## config.mk

```make
export PLATFORM = sky130hd
export DESIGN_NAME = output_register_preload_init
export DESIGN_NICKNAME = d
export VERILOG_FILES = /design/src/preload_pkg.sv /design/src/pin_sync.sv /design/src/output_register_preload_init.sv
export SDC_FILE = /design/constraint.sdc
export NUM_CORES = 1
export LEC_CHECK = 0
export BUFFER_PORTS_ARGS = -buffer_cell sky130_fd_sc_hd__buf_4
export CORE_MARGIN = 2
export CORE_UTILIZATION = 40
export CTS_BUF_LIST = sky130_fd_sc_hd__clkbuf_4 sky130_fd_sc_hd__clkbuf_8
export CTS_CLUSTER_DIAMETER = 120
export DETAILED_ROUTE_END_ITERATION = 8
export SETUP_SLACK_MARGIN = 0.1
export SYNTH_ARGS = -nofsm -noshare
export SYNTH_HDL_FRONTEND = slang
export SYNTH_HIERARCHICAL = 1
export SYNTH_SLANG_ARGS = --single-unit
```

## constraint.sdc

```tcl
create_clock -name mclk -period 8 [get_ports mclk]
set_clock_uncertainty 0.1 [all_clocks]
set_input_delay 0.4 -clock mclk [delete_from_list [all_inputs] [get_ports mclk]]
set_output_delay 0.4 -clock mclk [all_outputs]
set_load 0.01 [all_outputs]
```

## src/preload_pkg.sv

```systemverilog
/*
  Shared constants for the output register preload and power-up clear logic.
  Assumes a single 125 MHz clock domain and ten output macrocells.
*/
package preload_pkg;
  // ----------------------------------------
  // Geometry
  // ----------------------------------------
  localparam int NUM_OUT = 10;
  localparam int SYNC_STAGES = 3;
  // ----------------------------------------
  // Reset values
  // ----------------------------------------
  localparam logic [9:0] OUT_REG_RST = 10'h000;
  localparam logic [2:0] SYNC_RST = 3'h0;
  // ----------------------------------------
  // Timing
  // ----------------------------------------
  localparam int CLK_PERIOD_NS = 8;
  localparam int SETUP_TIME_NS = 25;
  localparam int SETUP_CYCLES = (SETUP_TIME_NS + CLK_PERIOD_NS - 1) / CLK_PERIOD_NS;
  localparam logic [2:0] SETUP_CNT_INIT = 3'(SETUP_CYCLES);
endpackage

```

## src/pin_sync.sv

```systemverilog
/*
  Three-stage synchroniser with agreement filter for one pin input.
  Assumes the pin is asynchronous to mclk.
*/
`timescale 1ns/1ps
`default_nettype none
module pin_sync
  import preload_pkg::*;
(
  input wire logic mclk,
  input wire logic rst_sync_n,
  input wire logic clk_en,
  input wire logic pin,
  output logic level
);
  // ----------------------------------------
  // Sync chain
  // ----------------------------------------
  logic [2:0] sync_r;
  always_ff @(posedge mclk or negedge rst_sync_n) begin
    if (!rst_sync_n) begin
      sync_r <= SYNC_RST;
    end else if (clk_en) begin
      sync_r <= {sync_r[1:0], pin};
    end
  end
  // ----------------------------------------
  // Agreement filter
  // ----------------------------------------
  always_ff @(posedge mclk or negedge rst_sync_n) begin
    if (!rst_sync_n) begin
      level <= 1'b0;
    end else if (clk_en && (sync_r[1] == sync_r[2])) begin
      level <= sync_r[2];
    end
  end
endmodule
`default_nettype wire

```

## src/output_register_preload_init.sv

```systemverilog
/*
  Registered output macrocells with tester preload and power-up clear.
  Assumes pins are sampled on mclk; the device clock pin and the preload
  supervoltage detector are asynchronous inputs; array logic is outside.
*/
// Contract
// - Preload loads one register per pass (code loads every registered output whose preload_sel bit is set)
// - Clock pulse captures driven pin level
// - Preloaded state shown on output pin
// - Power-up clears all registers without clock
// - Pin level is cleared value through polarity
// - Clear zeroes io_out and io_oe of every pin, not only registered outputs
`timescale 1ns/1ps
`default_nettype none
module output_register_preload_init
  import preload_pkg::*;
(
  input wire logic mclk,
  input wire logic rst_n,
  input wire logic clk_en,
  input wire logic dev_clk_pin,
  input wire logic preload_supervoltage_level,
  input wire logic [9:0] preload_sel,
  input wire logic [9:0] io_in,
  input wire logic [9:0] array_d,
  input wire logic [9:0] comb_d,
  input wire logic [9:0] registered_cfg,
  input wire logic [9:0] invert_cfg,
  input wire logic [9:0] oe_term,
  output logic [9:0] io_out,
  output logic [9:0] io_oe,
  output logic [9:0] out_reg_q,
  output logic setup_ready
);
  // ----------------------------------------
  // Reset release
  // ----------------------------------------
  logic [1:0] rst_pipe_r;
  logic rst_sync_n;
  always_ff @(posedge mclk or negedge rst_n) begin
    if (!rst_n) begin
      rst_pipe_r <= 2'h0;
    end else begin
      rst_pipe_r <= {rst_pipe_r[0], 1'b1};
    end
  end
  assign rst_sync_n = rst_pipe_r[1];

  // ----------------------------------------
  // Pin synchronisers
  // ----------------------------------------
  logic clk_lvl;
  logic pre_lvl;
  logic [9:0] io_lvl;
  pin_sync u_clk_sync (.mclk(mclk), .rst_sync_n(rst_sync_n), .clk_en(clk_en), .pin(dev_clk_pin), .level(clk_lvl));
  pin_sync u_pre_sync (.mclk(mclk), .rst_sync_n(rst_sync_n), .clk_en(clk_en),
    .pin(preload_supervoltage_level), .level(pre_lvl));
  genvar gi;
  generate
    for (gi = 0; gi < NUM_OUT; gi++) begin : g_io
      pin_sync u_io_sync (.mclk(mclk), .rst_sync_n(rst_sync_n), .clk_en(clk_en), .pin(io_in[gi]), .level(io_lvl[gi]));
    end
  endgenerate

  // ----------------------------------------
  // Clock edge detect
  // ----------------------------------------
  logic clk_prev_r;
  logic clk_rise;
  always_ff @(posedge mclk or negedge rst_sync_n) begin
    if (!rst_sync_n) begin
      clk_prev_r <= 1'b0;
    end else if (clk_en) begin
      clk_prev_r <= clk_lvl;
    end
  end
  assign clk_rise = clk_lvl && !clk_prev_r && clk_en;

  // ----------------------------------------
  // Setup guard after clear
  // ----------------------------------------
  logic [2:0] setup_cnt_r;
  always_ff @(posedge mclk or negedge rst_sync_n) begin
    if (!rst_sync_n) begin
      setup_cnt_r <= SETUP_CNT_INIT;
    end else if (clk_en && setup_cnt_r != 3'h0) begin
      setup_cnt_r <= setup_cnt_r - 3'h1;
    end
  end
  assign setup_ready = (setup_cnt_r == 3'h0);

  // ----------------------------------------
  // Output registers
  // ----------------------------------------
  logic [9:0] sel_one;
  assign sel_one = preload_sel & registered_cfg;
  always_ff @(posedge mclk or negedge rst_sync_n) begin
    if (!rst_sync_n) begin
      out_reg_q <= OUT_REG_RST;
    end else if (clk_rise && setup_ready) begin
      if (pre_lvl) begin
        out_reg_q <= (out_reg_q & ~sel_one) | (io_lvl & sel_one);
      end else begin
        out_reg_q <= array_d;
      end
    end
  end

  // ----------------------------------------
  // Pin drive
  // ----------------------------------------
  always_ff @(posedge mclk or negedge rst_sync_n) begin
    if (!rst_sync_n) begin
      io_out <= OUT_REG_RST;
      io_oe <= OUT_REG_RST;
    end else if (clk_en) begin
      // Registered vs combinational macrocell, then polarity
      io_out <= (registered_cfg & out_reg_q | ~registered_cfg & comb_d) ^ invert_cfg;
      io_oe <= pre_lvl ? (~registered_cfg & oe_term) : oe_term;
    end
  end

  // ----------------------------------------
  // Checks
  // ----------------------------------------
  property p_clear_zero;
    @(posedge mclk) $rose(rst_sync_n) |-> out_reg_q == 10'h000;
  endproperty
  a_clear_zero: assert property (p_clear_zero) else $error("registers not cleared");
  property p_capture;
    @(posedge mclk) disable iff (!rst_sync_n)
      (clk_rise && setup_ready && pre_lvl) |=> ((out_reg_q & $past(sel_one)) == ($past(io_lvl) & $past(sel_one)));
  endproperty
  a_capture: assert property (p_capture) else $error("preload capture wrong");
  property p_one_only;
    @(posedge mclk) disable iff (!rst_sync_n)
      (clk_rise && setup_ready && pre_lvl) |=> ((out_reg_q & ~$past(sel_one)) == ($past(out_reg_q) & ~$past(sel_one)));
  endproperty
  a_one_only: assert property (p_one_only) else $error("unselected register changed");
  property p_normal;
    @(posedge mclk) disable iff (!rst_sync_n)
      (clk_rise && setup_ready && !pre_lvl) |=> out_reg_q == $past(array_d);
  endproperty
  a_normal: assert property (p_normal) else $error("normal clocking wrong");
  property p_show;
    @(posedge mclk) disable iff (!rst_sync_n)
      clk_en |=> ((io_out & $past(registered_cfg)) == (($past(out_reg_q) ^ $past(invert_cfg)) & $past(registered_cfg)));
  endproperty
  a_show: assert property (p_show) else $error("output not showing register");
  property p_polarity;
    @(posedge mclk) $rose(rst_sync_n) ##1 clk_en |->
      ((io_out & registered_cfg) == ($past(invert_cfg) & registered_cfg));
  endproperty
  a_polarity: assert property (p_polarity) else $error("reset pin level wrong");
  property p_comb;
    @(posedge mclk) disable iff (!rst_sync_n)
      clk_en |=> ((io_out & ~$past(registered_cfg)) == (($past(comb_d) ^ $past(invert_cfg)) & ~$past(registered_cfg)));
  endproperty
  a_comb: assert property (p_comb) else $error("combinational output disturbed");
  property p_hold_setup;
    @(posedge mclk) disable iff (!rst_sync_n)
      !setup_ready |=> $stable(out_reg_q);
  endproperty
  a_hold_setup: assert property (p_hold_setup) else $error("register moved before setup");
endmodule
`default_nettype wire

```

# Word level (Yosys, flattened, before mapping)
# Index checks and enable logic that the tools add are counted.
[totals] regBits=84 word_cells=75
[classes] add_sub_neg=1 n_eq_ne=12 mux=2 n_bitwise=11 n_reduce_logical=19
[op_table] operator="AND 10 bit" count=6
[op_table] operator="two-way mux 10 bit" count=2
[op_table] operator="NOT 10 bit" count=2
[op_table] operator="OR 10 bit" count=2
[op_table] operator="logical AND 1 bit" count=16
[op_table] operator="equality test 1 bit" count=12
[op_table] operator="bitwise XOR 10 bit" count=1
[op_table] operator="logical NOT 3 bit" count=1
[op_table] operator="nonzero test 3 bit" count=1
[op_table] operator="subtractor 3 x 1 -> 3 bit (second input constant)" count=1
[op_table] operator="logical NOT 1 bit" count=1

# Depth between registers and ports, before layout
[depth] word_depth=5 depth_mapped=8 mapped_depth_nobuf=6

# Cells and area by module
# The synthesis kept the hierarchy.
[modules_own_cells] mod="output_register_preload_init" instances=1 cells_per_inst=190 area_per_inst_um2=1941.9
[modules_own_cells] mod="pin_sync" instances=12 cells_per_inst=12 area_per_inst_um2=155.1

# Worst setup path before layout
# OpenSTA, ideal clock, no wires.
[synth_path] path_type="register to register" from="register setup_cnt_r[0]" to="register with a tool-made name" setup_time_ns=0.087 arrival_time_ns=1.560 required_time_ns=7.813 slack_ns=6.253 path_stages_with_launch=8 period_less_slack_ns=1.747 path_cell_list="dfrtp_1 inv_1 ha_1 ha_1 and4b_4 buf_6 a41o_1 a211oi_2"
[synth_rtl] item="from (decl)" line="output_register_preload_init.sv:82" source="logic [2:0] setup_cnt_r;"
[synth_rtl] item="from (signal assigned)" line="output_register_preload_init.sv:87" source="setup_cnt_r <= setup_cnt_r - 3'h1;"

==> results list <==
- The flow ran to the end, and the final reports show no timing, DRC or antenna violations.
- Detailed Route WL: 7670 um
* Cell type with the largest total area after synthesis: dfrtp_1
- Nets: 520
* Antenna violations before repair: 0
* Category of the worst setup path launch point: input port
- The library cells used most frequently in the layout, excluding fill and tap cells, are 106 x buf_4, 82 x dfrtp_1, 35 x inv_1, 35 x mux2_2.
- First-pass detailed-route iteration total: 4
- For this design the static power due to leakage is 2.33 nW.
* Critical Path AT: 2.28 ns
- The startpoint identified for the worst hold timing path is oe_term[7].
- Post-synth top area share: 0.546
- Yosys synthesis warning count: 6
- In the finished design, the share of the clock period the worst path needs comes to 0.271.
* # resized after CTS: 0
- After technology mapping, the gate count stands at 334.
- Of the cells placed in the final design, the portion with a size suffix greater than 1 is 0.379.
* Vertical extent of the die: 102 um
- For this block, the via count after detailed routing is 2806.
* Clock tree from TritonCTS: done
- Once the clock tree was built, the setup fixing pass inserted 0 buffers.
- For this block, the initial DRC count from the detailed router was 131.
- Diode count: 0
* Setup-violating endpoint count in the final report: 0
- Area enclosed by the die boundary: 10300 sq um
- Setup repair after global routing left no endpoint under its margin.
* Setup tns final: 0 ns
- Min Tclk post-route: 2.17 ns
- Counting flops and latches in the post-synthesis netlist gives 84.
* Final-report hold violation count: 0
- Average footprint of a synthesized cell: 11.4 sq um
- The tree is rooted in a clkbuf_8.
* Total global-route track usage: 0.159
- WS Path Type: input port to flop
- Maximum number of pins on one net before global-route repair: 107
- The worst pin sits at a relative slew slack of 0.294.
* Setup crit end kind: flop
* Distinct cell type count of the synthesized netlist: 23
* Worst min path class: input port to flop
- Die Span X: 102 um
* Endpoint of the worst hold-timing path: io_oe[7]
- The H-tree generated during clock tree synthesis spans 3 levels.
* CP max FO: 106
- Derived from the worst setup path, the maximum achievable clock frequency is 0.461 GHz.
- In the global route stage, met2 resource usage came out at 0.253.
- Global routing usage on met3: 0.0531
- Remaining number of nets flagged by the antenna check after routing: 0
* Global placer's final weighted congestion: 0.710
* Total power consumption of the routed design: 1.28 mW
* TritonCTS sink count: 84
* Congestion Overflow GR: 0
- Most common cell after layout, fill and taps aside: buf_4
* Number of global-route vias before repair: 2727
- Setup slack of the most critical reg-to-reg path: 6.00 ns
* CTS Buf Count: 9
- In this run the tool buffered the top-level ports with 105 buffer cells.
* Clock Latency Late Sink: 0.35 ns
- After clock tree synthesis, the clock-pin slew on the worst setup and hold paths is 0.08 ns.
- Dividing total power by cell area gives a power density of 258 nW/um^2.
- Number of cell rows: 35
- The tool flagged a number of max-cap violations equal to 0.
- Area growth from synthesis to layout: 30.6%
* Hold-fix buffer count after cts: 1
- Most area-consuming cells after synthesis: dfrtp_1 55%, mux2_2 10%, inv_1 3.5%
* Global-route wire length before repair: 12700 um
- The number of nets handed over by synthesis was 411.
- The count of pins over their slew limit was 0.
* Number of ports placed on the die boundary: 106
- Data on the critical path is required at its endpoint by 8.11 ns.
- Source of the worst register-to-register timing path: setup_cnt_r[0]
- The initial utilization of the core area, before any placement, comes to 0.412.
- The longest clock path from root to sink contains 2 buffers.
- Counting cells, the worst reg-to-reg path comes to 6.
- The share of the Yosys chip area taken by registers is 0.553.
- For this run, design rule violations remaining after detail routing come to 0.
- Measured on the finished design, the core utilization comes to 0.538.
* CORE AREA: 9240 sq um
* Detail Placement HPWL: 5220 um
- The worst hold path passes through 3 cells.
- Vias per cell: 4.86
* Met1 Track Usage GR: 0.206
- The synthesized netlist occupies a cell area of 3800 sq um.
- Busiest layer in global routing: met2
- The worst-case IR drop observed on VDD is 0.000132 V.
* Average routed wire per standard cell: 13.3 um
- Worst-margin pin slew: 1.06 ns
[critical path, stage by stage]
cell	delay (ns)
buf_4	0.74
nand4b_1	0.67
nor3_1	0.39
a211oi_2	0.06
[synthesized netlist by cell type]
cell type and n:
mux2i_1 10, a21oi_1 22, dfrtp_1 83, buf_6 3
mux2_2 35, nand4b_1 1, buf_2 1, conb_1 1
dfstp_2 1, ha_1 2, inv_1 35, a211oi_2 10
nand2_1 24, clkbuf_1 5, a41o_1 10, nand2b_1 13
and4b_4 1, nor3_1 10, o21ai_0 24, xnor2_1 11
nor2_1 10, nand3_1 10, o2bb2ai_1 12
[worst max path at each step]
stage / end / slack (ns) / depth (start not counted) / start
after floorplan: async pin / 5.39 / 0 / rst_pipe_r[1]
after global placement: flop / 5.42 / 4 / clk_en
after detailed placement: flop / 5.40 / 4 / clk_en
after CTS: flop / 5.76 / 4 / clk_en
after global routing: flop / 5.56 / 4 / clk_en
final: flop / 5.83 / 4 / clk_en
[cell families after synthesis]
logic type,count (synthesis),share of synthesized area
flops,84,0.553
compound gates,78,0.147
simple gates,69,0.0872
mux,45,0.130
buf+inv,44,0.0497
xor+xnor,11,0.0253
fa+ha+maj,2,0.00658
other cells,1,0.000986
[cell type report]
type	count	area, sq um
fill	836	4270
inverter	35	131
clock inverter	4	97.6
multi-input combinational	206	1510
sequential	84	2110
tap	129	161
timing repair buffer	107	806
clock buffer	12	153
[routing by layer]
layer	routed length, um	part of all wire
met1	3410	0.44
met2	3740	0.49
met3	453	0.059
met4	74	0.0096
met5	0	0
[power breakdown]
group | switching (mW) | leakage, nW | total [mW] | internal, mW
registers | 0.0689 | 1.01 | 0.586 | 0.518
clock network | 0.146 | 0.124 | 0.369 | 0.223
logic | 0.153 | 1.20 | 0.326 | 0.173
[stage by stage]
step / worst slack [ns] / std cells / hold WS [ns] / cell area (sq um)
final: 5.83 / 577 / 0.173 / 4970
after global placement: 5.42 / 560 / 0.0825 / 4710
after floorplan: 5.39 / 334 / 0.00441 / 3800
after detailed placement: 5.40 / 560 / 0.0827 / 4710
after global routing: 5.56 / 577 / 0.146 / 4970
after CTS: 5.76 / 577 / 0.154 / 4970
Note: power is estimated with default switching activity, not from simulation.
